[config.mk]
export PLATFORM = sky130hd
export DESIGN_NAME = dmfc_flow_ctrl
export DESIGN_NICKNAME = d
export VERILOG_FILES = /design/src/common/dmfc_pkg.sv /design/src/dmfc_flow_ctrl.sv
export VERILOG_INCLUDE_DIRS = /design/src /design/src/common
export SDC_FILE = /design/constraint.sdc
export NUM_CORES = 1
export LEC_CHECK = 0
export BUFFER_PORTS_ARGS = -buffer_cell sky130_fd_sc_hd__buf_2
export CORE_MARGIN = 2
export CORE_UTILIZATION = 52
export DETAILED_ROUTE_END_ITERATION = 6
export GPL_TIMING_DRIVEN = 0
export PLACE_DENSITY_LB_ADDON = 0.2
export SLEW_MARGIN = 20
export SYNTH_ARGS = -nofsm -noshare
export SYNTH_HDL_FRONTEND = slang
export SYNTH_SLANG_ARGS = --single-unit
[constraint.sdc]
create_clock -name mclk -period 2.2 [get_ports mclk]
set_input_delay 0.44 -clock mclk [delete_from_list [all_inputs] [get_ports mclk]]
set_output_delay 0.44 -clock mclk [all_outputs]
set_load 0.1 [all_outputs]
[src/common/dmfc_regs.svh]
`ifndef DMFC_REGS_SVH
`define DMFC_REGS_SVH
// Register byte addresses
`define DMFC_CTRL_ADDR 12'h000
`define DMFC_STAT_ADDR 12'h004
`define DMFC_INSN_ADDR 12'h008
`define DMFC_RADDR_ADDR 12'h00c
`define DMFC_RSTAT_ADDR 12'h010
`define DMFC_VBASE_ADDR 12'h014
`define DMFC_CSR_ADDR 12'h018
// Control register fields
`define DMFC_CTL_EN 0
`define DMFC_CTL_MON 1
`define DMFC_CTL_HALT 2
`define DMFC_CTL_SKIP 3
`define DMFC_CTL_STEP 4
// Status register fields
`define DMFC_ST_CAUSE_LO 0
`define DMFC_ST_DBG 8
`define DMFC_ST_DONE 9
`define DMFC_ST_MONITOR 10
// Core status register fields
`define DMFC_SR_HALT 0
`define DMFC_SR_DMASK 1
`define DMFC_SR_IMASK 2
// Monitor vector offset
`define DMFC_MON_OFFSET 32'h0000001c
// Special opcodes
`define DMFC_OP_RETURN 16'hd623
`define DMFC_OP_NOP 16'hd703
`define DMFC_OP_ZERO 16'h0000
// Reset values
`define DMFC_CTRL_RST 32'h00000000
`define DMFC_CSR_RST 32'h00000000
`endif

[src/common/dmfc_pkg.sv]
package dmfc_pkg;
   typedef enum logic [1:0] {
      DMFC_RUN = 2'b00,
      DMFC_MONITOR = 2'b01,
      DMFC_OCD_FETCH = 2'b11,
      DMFC_OCD_WAIT = 2'b10
   } dmfc_state_t;
   // Cause bit order in the status register
   typedef struct packed {
      logic abort;
      logic event_pin;
      logic step;
      logic zero_op;
      logic brk_insn;
      logic data_bp;
      logic pc_bp;
      logic request;
   } dmfc_cause_t;
   // Core-side instruction boundary report
   typedef struct packed {
      logic valid;
      logic [31:0] pc;
      logic brk_insn;
      logic zero_op;
      logic pc_bp;
      logic data_bp;
      logic event_pin;
      logic abort;
      logic fault;
   } dmfc_core_t;
endpackage : dmfc_pkg

[src/dmfc_flow_ctrl.sv]
`timescale 1ns/1ps
`include "dmfc_regs.svh"
// Summary of operation
// Entry with monitor_select set jumps to vector_base plus 0x01C in monitor mode.
// Entry with monitor_select clear stalls in on-chip-debug mode awaiting dbg_insn_reg.
// halt_session_flag stays set for the whole debug session.
// dbg_return_addr captures the halted address; return goes there unless altered.
// Monitor entry masks other exceptions and interrupts; monitor may unmask.
// dbg_mask_bit set on monitor entry; clearing it re-enables debug entry.
// Debug exception in monitor mode enters on-chip-debug mode regardless.
// dbg_state_flag set while in on-chip-debug mode.
// Write to dbg_insn_reg clears insn_done_flag until done, then halts.
// First instruction in upper half; words form a contiguous halfword stream.
// Debugger pads an upper-half final instruction with a no-operation.
// Breakpoints, watchpoints and trace inactive in on-chip-debug mode.
// Executing the debug-return opcode from dbg_insn_reg leaves on-chip-debug mode.
// Entry only when enabled and unmasked; eight listed causes are valid. Here an abort enters even when disabled or masked.
// Separate cause flags, several may set together.
// Software setting halt_session_flag does not enter debug mode.
// halt_request_bit enters debug before the next instruction executes.
// PC breakpoint halts before the matched instruction executes.
// skip_first_match suppresses only a repeated PC breakpoint on return.
// Data breakpoint enters after the access; return to first unexecuted instruction.
// Breakpoint instruction runs as no-operation when entry disabled.
// Breakpoint instruction triggers before executing; skip_first_match ignored for it.
// Return restores program counter and cpu_status_reg from saved copies.
// Faults in debug mode are silently ignored.
// Cause flags latched at entry, stable throughout the session.
module dmfc_flow_ctrl
   import dmfc_pkg::*;
(
   input wire logic mclk,
   input wire logic rst,
   input wire logic [11:0] s_axi_awaddr,
   input wire logic s_axi_awvalid,
   output logic s_axi_awready,
   input wire logic [31:0] s_axi_wdata,
   input wire logic [3:0] s_axi_wstrb,
   input wire logic s_axi_wvalid,
   output logic s_axi_wready,
   output logic [1:0] s_axi_bresp,
   output logic s_axi_bvalid,
   input wire logic s_axi_bready,
   input wire logic [11:0] s_axi_araddr,
   input wire logic s_axi_arvalid,
   output logic s_axi_arready,
   output logic [31:0] s_axi_rdata,
   output logic [1:0] s_axi_rresp,
   output logic s_axi_rvalid,
   input wire logic s_axi_rready,
   input wire dmfc_core_t core_in,
   input wire logic ocd_insn_done,
   input wire logic ocd_insn_is_return,
   input wire logic mon_return,
   output logic [31:0] fetch_addr,
   output logic fetch_redirect,
   output logic [31:0] ocd_insn,
   output logic ocd_insn_valid,
   output logic core_stall,
   output logic brk_as_nop,
   output logic fault_suppress,
   output logic bp_trace_enable,
   output logic irq_mask,
   output logic debug_mode
);
   // ==========================================================
   // Registers
   // ==========================================================
   dmfc_state_t state_r;
   logic [31:0] ctrl_r;
   dmfc_cause_t cause_r;
   logic done_r;
   logic [31:0] insn_r;
   logic [31:0] raddr_r;
   logic [31:0] rstat_r;
   logic [31:0] vbase_r;
   logic [31:0] csr_r;
   logic skip_arm_r;
   logic step_arm_r;
   logic [11:0] awaddr_r;
   logic aw_have_r;
   logic [31:0] wdata_r;
   logic [3:0] wstrb_r;
   logic w_have_r;
   function automatic logic [31:0] dmfc_merge(input logic [31:0] old, input logic [31:0] nw, input logic [3:0] be);
      logic [31:0] res;
      res = old;
      for (int i = 0; i < 4; i++) begin
         if (be[i]) begin
            res[i*8 +: 8] = nw[i*8 +: 8];
         end
      end
      return res;
   endfunction : dmfc_merge
   // ==========================================================
   // AXI4-Lite write path
   // ==========================================================
   logic wr_go;
   logic in_debug;
   assign wr_go = aw_have_r && w_have_r && !s_axi_bvalid;
   assign in_debug = state_r != DMFC_RUN;
   always_ff @(posedge mclk) begin
      if (rst) begin
         aw_have_r <= 1'b0;
         w_have_r <= 1'b0;
         awaddr_r <= 12'h000;
         wdata_r <= 32'h00000000;
         wstrb_r <= 4'h0;
         s_axi_awready <= 1'b0;
         s_axi_wready <= 1'b0;
         s_axi_bvalid <= 1'b0;
         s_axi_bresp <= 2'b00;
      end else begin
         s_axi_awready <= !aw_have_r && !s_axi_awready && !s_axi_bvalid;
         s_axi_wready <= !w_have_r && !s_axi_wready && !s_axi_bvalid;
         if (s_axi_awvalid && s_axi_awready) begin
            aw_have_r <= 1'b1;
            awaddr_r <= s_axi_awaddr;
            s_axi_awready <= 1'b0;
         end
         if (s_axi_wvalid && s_axi_wready) begin
            w_have_r <= 1'b1;
            wdata_r <= s_axi_wdata;
            wstrb_r <= s_axi_wstrb;
            s_axi_wready <= 1'b0;
         end
         if (wr_go) begin
            aw_have_r <= 1'b0;
            w_have_r <= 1'b0;
            s_axi_bvalid <= 1'b1;
            unique case (awaddr_r)
               `DMFC_CTRL_ADDR, `DMFC_INSN_ADDR, `DMFC_RADDR_ADDR, `DMFC_RSTAT_ADDR, `DMFC_VBASE_ADDR,
               `DMFC_CSR_ADDR, `DMFC_STAT_ADDR: s_axi_bresp <= 2'b00;
               default: s_axi_bresp <= 2'b10;
            endcase
         end else if (s_axi_bvalid && s_axi_bready) begin
            s_axi_bvalid <= 1'b0;
         end
      end
   end
   // ==========================================================
   // Entry decision
   // ==========================================================
   logic dbg_enabled;
   logic dbg_masked;
   logic skip_pc;
   dmfc_cause_t hit;
   logic take_entry;
   assign dbg_enabled = ctrl_r[`DMFC_CTL_EN];
   assign dbg_masked = csr_r[`DMFC_SR_DMASK];
   assign skip_pc = skip_arm_r;
   always_comb begin
      hit = '0;
      if (core_in.valid && state_r != DMFC_OCD_FETCH && state_r != DMFC_OCD_WAIT) begin
         hit.request = ctrl_r[`DMFC_CTL_HALT];
         hit.pc_bp = core_in.pc_bp && !skip_pc;
         hit.data_bp = core_in.data_bp;
         hit.brk_insn = core_in.brk_insn;
         hit.zero_op = core_in.zero_op;
         hit.step = step_arm_r;
         hit.event_pin = core_in.event_pin;
         hit.abort = core_in.abort;
      end
   end
   // Abort ignores enable and mask; everything else needs enable and unmask
   assign take_entry = (dbg_enabled && !dbg_masked && (|hit)) || hit.abort;
   // ==========================================================
   // Mode sequencing
   // ==========================================================
   logic to_monitor;
   logic ocd_exit;
   assign to_monitor = ctrl_r[`DMFC_CTL_MON] && state_r == DMFC_RUN;
   assign ocd_exit = state_r == DMFC_OCD_FETCH && ocd_insn_done && ocd_insn_is_return;
   always_ff @(posedge mclk) begin
      if (rst) begin
         state_r <= DMFC_RUN;
      end else begin
         unique case (state_r)
            DMFC_RUN: begin
               if (take_entry) begin
                  state_r <= to_monitor ? DMFC_MONITOR : DMFC_OCD_WAIT;
               end
            end
            DMFC_MONITOR: begin
               if (take_entry) begin
                  state_r <= DMFC_OCD_WAIT;
               end else if (mon_return) begin
                  state_r <= DMFC_RUN;
               end
            end
            DMFC_OCD_FETCH: begin
               if (ocd_exit) begin
                  state_r <= DMFC_RUN;
               end else if (ocd_insn_done) begin
                  state_r <= DMFC_OCD_WAIT;
               end
            end
            DMFC_OCD_WAIT: begin
               if (wr_go && awaddr_r == `DMFC_INSN_ADDR) begin
                  state_r <= DMFC_OCD_FETCH;
               end
            end
         endcase
      end
   end
   // ==========================================================
   // Control and debug register writes
   // ==========================================================
   logic wr_ctrl;
   assign wr_ctrl = wr_go && awaddr_r == `DMFC_CTRL_ADDR;
   always_ff @(posedge mclk) begin
      if (rst) begin
         ctrl_r <= `DMFC_CTRL_RST;
      end else if (wr_ctrl) begin
         ctrl_r <= dmfc_merge(ctrl_r, wdata_r, wstrb_r);
      end else if (take_entry && hit.request) begin
         ctrl_r[`DMFC_CTL_HALT] <= 1'b0; // One request, one entry
      end
   end
   // Skip is armed at the return and spent on the first boundary
   always_ff @(posedge mclk) begin
      if (rst) begin
         skip_arm_r <= 1'b0;
      end else if (ocd_exit || (state_r == DMFC_MONITOR && mon_return)) begin
         skip_arm_r <= ctrl_r[`DMFC_CTL_SKIP];
      end else if (state_r == DMFC_RUN && core_in.valid) begin
         skip_arm_r <= 1'b0;
      end
   end
   // Step lets one boundary pass after a return and halts on the next one
   always_ff @(posedge mclk) begin
      if (rst) begin
         step_arm_r <= 1'b0;
      end else if (ocd_exit || (state_r == DMFC_MONITOR && mon_return)) begin
         step_arm_r <= 1'b0;
      end else if (state_r == DMFC_RUN && core_in.valid) begin
         step_arm_r <= ctrl_r[`DMFC_CTL_STEP] && !step_arm_r;
      end
   end
   // Cause flags latched at entry only
   always_ff @(posedge mclk) begin
      if (rst) begin
         cause_r <= '0;
      end else if (take_entry) begin
         cause_r <= hit;
      end
   end
   // Instruction word
   always_ff @(posedge mclk) begin
      if (rst) begin
         insn_r <= 32'h00000000;
      end else if (wr_go && awaddr_r == `DMFC_INSN_ADDR) begin
         insn_r <= dmfc_merge(insn_r, wdata_r, wstrb_r);
      end
   end
   // Completion wins over a same-cycle write, since the state also returns to waiting
   always_ff @(posedge mclk) begin
      if (rst) begin
         done_r <= 1'b1;
      end else if (state_r == DMFC_OCD_FETCH && ocd_insn_done) begin
         done_r <= 1'b1;
      end else if (wr_go && awaddr_r == `DMFC_INSN_ADDR) begin
         done_r <= 1'b0;
      end
   end
   // Return address, return status, vector base, core status
   always_ff @(posedge mclk) begin
      if (rst) begin
         raddr_r <= 32'h00000000;
         rstat_r <= 32'h00000000;
         vbase_r <= 32'h00000000;
         csr_r <= `DMFC_CSR_RST;
      end else begin
         if (wr_go && awaddr_r == `DMFC_VBASE_ADDR) begin
            vbase_r <= dmfc_merge(vbase_r, wdata_r, wstrb_r);
         end
         if (take_entry && state_r == DMFC_RUN) begin
            raddr_r <= core_in.pc;
            rstat_r <= csr_r;
            csr_r[`DMFC_SR_HALT] <= 1'b1;
            csr_r[`DMFC_SR_DMASK] <= to_monitor;
            csr_r[`DMFC_SR_IMASK] <= 1'b1;
         end else if (ocd_exit || (state_r == DMFC_MONITOR && mon_return)) begin
            csr_r <= rstat_r;
         end else begin
            if (wr_go && awaddr_r == `DMFC_RADDR_ADDR) begin
               raddr_r <= dmfc_merge(raddr_r, wdata_r, wstrb_r);
            end
            if (wr_go && awaddr_r == `DMFC_RSTAT_ADDR) begin
               rstat_r <= dmfc_merge(rstat_r, wdata_r, wstrb_r);
            end
            if (wr_go && awaddr_r == `DMFC_CSR_ADDR) begin
               csr_r <= dmfc_merge(csr_r, wdata_r, wstrb_r);
            end
         end
      end
   end
   // ==========================================================
   // Core-facing outputs
   // ==========================================================
   always_ff @(posedge mclk) begin
      if (rst) begin
         fetch_addr <= 32'h00000000;
         fetch_redirect <= 1'b0;
         ocd_insn <= 32'h00000000;
         ocd_insn_valid <= 1'b0;
         core_stall <= 1'b0;
         brk_as_nop <= 1'b0;
         fault_suppress <= 1'b0;
         bp_trace_enable <= 1'b1;
         irq_mask <= 1'b0;
         debug_mode <= 1'b0;
      end else begin
         fetch_redirect <= 1'b0;
         if (take_entry && to_monitor) begin
            fetch_addr <= vbase_r + `DMFC_MON_OFFSET;
            fetch_redirect <= 1'b1;
         end else if (ocd_exit || (state_r == DMFC_MONITOR && mon_return)) begin
            fetch_addr <= raddr_r;
            fetch_redirect <= 1'b1;
         end
         ocd_insn <= insn_r;
         ocd_insn_valid <= state_r == DMFC_OCD_FETCH && !ocd_insn_done;
         core_stall <= state_r == DMFC_OCD_WAIT;
         brk_as_nop <= !dbg_enabled || dbg_masked;
         fault_suppress <= in_debug;
         bp_trace_enable <= state_r != DMFC_OCD_WAIT && state_r != DMFC_OCD_FETCH;
         irq_mask <= csr_r[`DMFC_SR_IMASK] && in_debug;
         debug_mode <= csr_r[`DMFC_SR_HALT];
      end
   end
   // ==========================================================
   // AXI4-Lite read path
   // ==========================================================
   logic [31:0] stat_word;
   always_comb begin
      stat_word = 32'h00000000;
      stat_word[`DMFC_ST_CAUSE_LO +: 8] = cause_r;
      stat_word[`DMFC_ST_DBG] = state_r == DMFC_OCD_WAIT || state_r == DMFC_OCD_FETCH;
      stat_word[`DMFC_ST_DONE] = done_r;
      stat_word[`DMFC_ST_MONITOR] = state_r == DMFC_MONITOR;
   end
   always_ff @(posedge mclk) begin
      if (rst) begin
         s_axi_arready <= 1'b0;
         s_axi_rvalid <= 1'b0;
         s_axi_rdata <= 32'h00000000;
         s_axi_rresp <= 2'b00;
      end else begin
         s_axi_arready <= !s_axi_arready && !s_axi_rvalid;
         if (s_axi_arvalid && s_axi_arready) begin
            s_axi_arready <= 1'b0;
            s_axi_rvalid <= 1'b1;
            s_axi_rresp <= 2'b00;
            unique case (s_axi_araddr)
               `DMFC_CTRL_ADDR: s_axi_rdata <= ctrl_r;
               `DMFC_STAT_ADDR: s_axi_rdata <= stat_word;
               `DMFC_INSN_ADDR: s_axi_rdata <= insn_r;
               `DMFC_RADDR_ADDR: s_axi_rdata <= raddr_r;
               `DMFC_RSTAT_ADDR: s_axi_rdata <= rstat_r;
               `DMFC_VBASE_ADDR: s_axi_rdata <= vbase_r;
               `DMFC_CSR_ADDR: s_axi_rdata <= csr_r;
               default: begin
                  s_axi_rdata <= 32'h00000000;
                  s_axi_rresp <= 2'b10;
               end
            endcase
         end else if (s_axi_rvalid && s_axi_rready) begin
            s_axi_rvalid <= 1'b0;
         end
      end
   end
endmodule : dmfc_flow_ctrl

=== Yosys cells after proc, flatten, opt, wreduce, memory -nomap -nowiden ===
Cells that the tools add are included.

* Bits in registers: 368
* Bits of input ports: 110

* Add/sub/neg operators: 1
* Equality and inequality tests: 23
* Bitwise gates (word level): 1
* Muxes and demuxes: 38
* Reduce and logical (&&, ||, !) cells: 109

{| class="wikitable"
|+ Operators with widths
! kind !! count
|-
| two-way mux 32 bit || 10
|-
| one-hot mux 32 bit (7 select lines) || 1
|-
| equality test 12 x 5 -> 1 bit, second input constant || 6
|-
| equality test 12 x 4 -> 1 bit, second input constant || 4
|-
| two-way mux 8 bit || 5
|-
| AND reduction 3 bit || 12
|-
| logical AND 1 bit || 35
|-
| nonzero test 2 bit || 17
|-
| adder 32 x 5 -> 32 bit, second input constant || 1
|-
| AND reduction 2 bit || 14
|-
| equality test 12 x 3 -> 1 bit, second input constant || 2
|-
| zero test 12 bit || 2
|-
| two-way mux 2 bit || 9
|-
| OR reduction 7 bit || 2
|-
| zero test 1 bit || 12
|-
| != test 2 bit, second input constant || 6
|-
| OR reduction 2 bit || 6
|-
| two-way mux 1 bit || 10
|-
| one-hot mux 2 bit (4 select lines) || 1
|-
| OR reduction 8 bit || 1
|-
| two-way mux 3 bit || 2
|-
| != test 3 bit, second input constant || 2
|-
| nonzero test 3 bit || 2
|-
| equality test 2 bit, second input constant || 2
|-
| 5 further kinds || 8
|}

=== Longest topological paths before layout ===
* Word-level depth: 10
* Mapped depth: 8

=== Worst setup path after synthesis ===
Ideal clock, no wire load.

* Path type: flip-flop to flip-flop
* Start point: register s_axi_arready
* End point: register s_axi_rdata[4]
* Slack: -430 ps
* Arrival time: 2560 ps
* Path buffers: 2
* Required time: 2130 ps
* Cell stages (with the launch flop): 8
* Library setup time: 70 ps
* Cells stage by stage: dfxtp_1 nand2_1 a21o_1 nor3_1 clkbuf_1 clkbuf_1 o21ai_0 a21oi_1

* Cells in the longest elaborated chain, start to end: 1

{| class="wikitable"
|+ Ends and longest elaborated chain
! element !! line !! RTL
|-
| start: declaration || dmfc_flow_ctrl.sv:46 || <nowiki>output logic s_axi_arready,</nowiki>
|-
| start signal: assignment || dmfc_flow_ctrl.sv:350 || <nowiki>s_axi_arready <= !s_axi_arready && !s_axi_rvalid;</nowiki>
|-
| logical AND 1 bit || dmfc_flow_ctrl.sv:351 || <nowiki>if (s_axi_arvalid && s_axi_arready) begin</nowiki>
|-
| end signal: assignment || dmfc_flow_ctrl.sv:356 || <nowiki>`DMFC_CTRL_ADDR: s_axi_rdata <= ctrl_r;</nowiki>
|-
| end signal: assignment || dmfc_flow_ctrl.sv:357 || <nowiki>`DMFC_STAT_ADDR: s_axi_rdata <= stat_word;</nowiki>
|-
| end signal: assignment || dmfc_flow_ctrl.sv:358 || <nowiki>`DMFC_INSN_ADDR: s_axi_rdata <= insn_r;</nowiki>
|-
| end: declaration || dmfc_flow_ctrl.sv:47 || <nowiki>output logic [31:0] s_axi_rdata,</nowiki>
|}

No other way between the ends.
A chain may end at the register's enable or synchronous reset.

=== Worst setup path in the final report ===
* Start point: register s_axi_bvalid
* End point: register rstat_r[7]

* Cells in the longest elaborated chain, start to end: 5

{| class="wikitable"
|+ Ends and longest elaborated chain
! element !! line !! RTL
|-
| start: declaration || dmfc_flow_ctrl.sv:42 || <nowiki>output logic s_axi_bvalid,</nowiki>
|-
| start signal: assignment || dmfc_flow_ctrl.sv:111 || <nowiki>s_axi_bvalid <= 1'b0;</nowiki>
|-
| start signal: assignment || dmfc_flow_ctrl.sv:130 || <nowiki>s_axi_bvalid <= 1'b1;</nowiki>
|-
| start signal: assignment || dmfc_flow_ctrl.sv:137 || <nowiki>s_axi_bvalid <= 1'b0;</nowiki>
|-
| zero test 1 bit || dmfc_flow_ctrl.sv:100 || <nowiki>assign wr_go = aw_have_r && w_have_r && !s_axi_bvalid;</nowiki>
|-
| logical AND 1 bit || dmfc_flow_ctrl.sv:100 ||
|-
| logical AND 1 bit (no line) || - ||
|-
| nonzero test 2 bit (no line) || - ||
|-
| AND reduction 3 bit (no line) || - ||
|-
| end signal: assignment || dmfc_flow_ctrl.sv:279 || <nowiki>rstat_r <= csr_r;</nowiki>
|-
| end signal: assignment || dmfc_flow_ctrl.sv:290 || <nowiki>rstat_r <= dmfc_merge(rstat_r, wdata_r, wstrb_r);</nowiki>
|-
| end: declaration || dmfc_flow_ctrl.sv:75 || <nowiki>logic [31:0] rstat_r;</nowiki>
|}

No other way between the ends.

==> flow_metrics.env <==
export IMPL_status="finished, violations left"
export IMPL_violations="DRC, setup timing"
export IMPL_worstPathRequired_ns=2.57
export IMPL_fp_dieArea_um2=32400
export IMPL_worst_slack_ns=-0.309
export IMPL_dpl_cell_area_um2=17900
export IMPL_worstSetupEndpointType="register"
export IMPL_vias=17007
export IMPL_hold_buffers=0
export IMPL_wl_per_cell_um=27.8
export IMPL_dpl_hpwl_mm=49.9
export IMPL_critPathLaunch="s_axi_bvalid"
export IMPL_final_common_cell="dfxtp_1"
export IMPL_yosys_area_top_type_share=0.455
export IMPL_syn_inst=1883
export IMPL_io_buffers=217
export IMPL_clk_pin_slew_ns=0.06
export IMPL_syn_to_final_growth_pct=36.2
export IMPL_syn_area_per_cell_um2=8.55
export IMPL_layout_common_cells="dfxtp_1 (356), nand2_1 (306), buf_2 (220)"
export IMPL_drv_slew=0
export IMPL_ys_seq_area_frac=0.455
export IMPL_gp_congestion=0.959
export IMPL_hold_path_class="in -> reg"
export IMPL_synth_cell_types=69
export IMPL_ys_warn_count=0
export IMPL_clock_skew_ns=0.0185
export IMPL_fin_crit_sh=1.14
export IMPL_critPathKind="reg -> reg"
export IMPL_vias_per_cell=6.42
export IMPL_totalWireLength_mm=73.7
export IMPL_nets=2330
export IMPL_cts_root_buffer="clkbuf_16"
export IMPL_synth_seq_cells=366
export IMPL_grt_first_pass_wirelength_mm=104
export IMPL_fmax_mhz=399
export IMPL_finalSetupViolCount=209
export IMPL_cts_htree_levels=2
export IMPL_track_usage=0.428
export IMPL_grt_pass1_vias=16071
export IMPL_whs_ns=0.126
export IMPL_antenna_found_initial=4
export IMPL_holdCritStartpoint="s_axi_awaddr[8]"
export IMPL_clockBufferDepth=3
export IMPL_p_leak_nw=8.57
export IMPL_grt_max_degree=20
export IMPL_slew_limit_headroom=0.177
export IMPL_reg2reg_from="s_axi_bvalid"
export IMPL_final_util=0.719
export IMPL_numClockSinks=366
export IMPL_cts_tree="done"
export IMPL_max_cap_violations=0
export IMPL_rsz0062_at_grt="yes"
export IMPL_layout_drive_gt1_share=0.323
export IMPL_yosys_area_top_type="dfxtp_1"
export IMPL_start_util=0.528
export IMPL_fp_row_count=64
export IMPL_fin_crit_ns=2.51
export IMPL_fin_total_pwr_mw=15.3
export IMPL_cp_start_kind="register"
export IMPL_first_iter_violations=2251
export IMPL_final_area_um2=21900
export IMPL_ir_worst_vdd_uv=740
export IMPL_synth_edf_count=0
export IMPL_tightest_slew_ns=1.23
export IMPL_arrival_ns=2.88
export IMPL_ant_nets=0
export IMPL_boundaryPins=223
export IMPL_drc=4
export IMPL_die_w_um=180
export IMPL_die_height_um=180
export IMPL_synth_ff_type="dfxtp_1"
export IMPL_grt_overflow_total=0
export IMPL_coreArea_um2=30500
export IMPL_place_ws_ns=-1.53
export IMPL_async_reset_ff_frac=0
export IMPL_power_density_nw_per_um2=699
export IMPL_hold_viol_final=0
export IMPL_synth_area_um2=16100
export IMPL_synthTopCellsByArea="dfxtp_1 (45%), mux2i_1 (9.2%), nand2_1 (7.9%)"
export IMPL_clk_latency_ns=0.55
export IMPL_numCtsBuffers=40
export IMPL_first_pass_iters=7
export IMPL_critPathMaxFanout=10
==> per-layer routing <==
metal	GRT usage	wire length, um	up-vias
met3	0.114	9220	319
met4	0.240	5190	2
met2	0.638	31000	1183
met5	0	11	-
li1	-	-	7364
met1	0.562	28300	8139
==> cell type report <==
class                      count  area [um2]
multi-input combinational   1359        9400
fill                        2355        8580
sequential                   366        7350
timing repair buffer         309        2430
clock buffer                  58        1180
buffer                       128         923
tap                          396         495
clock inverter                14        95.1
inverter                      15        56.3
antenna                        3        7.51
==> synthesized netlist by cell type (7+ instances only) <==
master     instances
buf_2             19
nand2b_1           7
a31o_2            13
nand3_1           49
a22oi_1           43
o21ai_0           60
and2_1            13
clkbuf_1         105
nor2b_1           41
and4_1             8
a311oi_1          38
a21oi_1          187
nor2_1           156
inv_1             15
nor4_1             9
dfxtp_1          366
nor3_1            17
nand2_1          339
nand4_1           12
a2bb2oi_1          7
buf_1             17
mux2_2            24
xnor2_1           20
mux2i_1          148
a211oi_1          72
and3_1             8
or3_1              7
==> critical path: stages, from the launching register on <==
cell and delay [ns]:
dfxtp_4 0.38, and4b_1 0.27, nand3_1 0.21, clkbuf_1 0.68, nand3b_1 0.26, buf_6 0.20, mux2i_2 0.25, a211oi_2 0.09
==> power by group <==
group | leakage [nW] | internal (mW) | switching, mW
sequential | 2.97 | 6.78 | 0.236
combinational | 4.97 | 0.625 | 1.05
clock | 0.629 | 3.75 | 2.90
==> path summary, 6_finish.rpt <==
check	end	slack, ns	depth (start not counted)
setup / recovery	rstat_r[7]	-0.31	7
setup reg to reg	rstat_r[7]	-0.31	7
hold reg to reg	s_axi_rdata[17]	0.46	2
hold / removal	awaddr_r[8]	0.13	3
==> kinds of logic (layout without fill, tap and decap cells) <==
family | Yosys count | count (layout) | synth area share
and+or+nand+nor | 696 | 696 | 0.197
AOI/OAI and AO/OA | 462 | 462 | 0.183
DFF | 366 | 366 | 0.455
muxes | 174 | 174 | 0.112
buffers and inverters | 159 | 524 | 0.0395
xor gates and xnor gates | 24 | 24 | 0.0131
adders and majority gates | 1 | 1 | 0.000777
other | 1 | 5 | 0.000233
==> repair_timing <==
item	in CTS	in global routing
buffers inserted	58	24
resized for setup	226	232
cloned	15	4
pin swaps	74	107
endpoints found under the setup margin	277	270
==> through the flow <==
| step | instances | setup TNS, ns |
|---|---|---|
| global route | 2645 | -36.29 |
| floorplan | 1884 | -8.11 |
| CTS | 2627 | -26.01 |
| finish | 2648 | -27.32 |
| detailed placement | 2497 | -204.83 |
| global placement | 2497 | -192.72 |
Power figures use the tool's default switching activity.
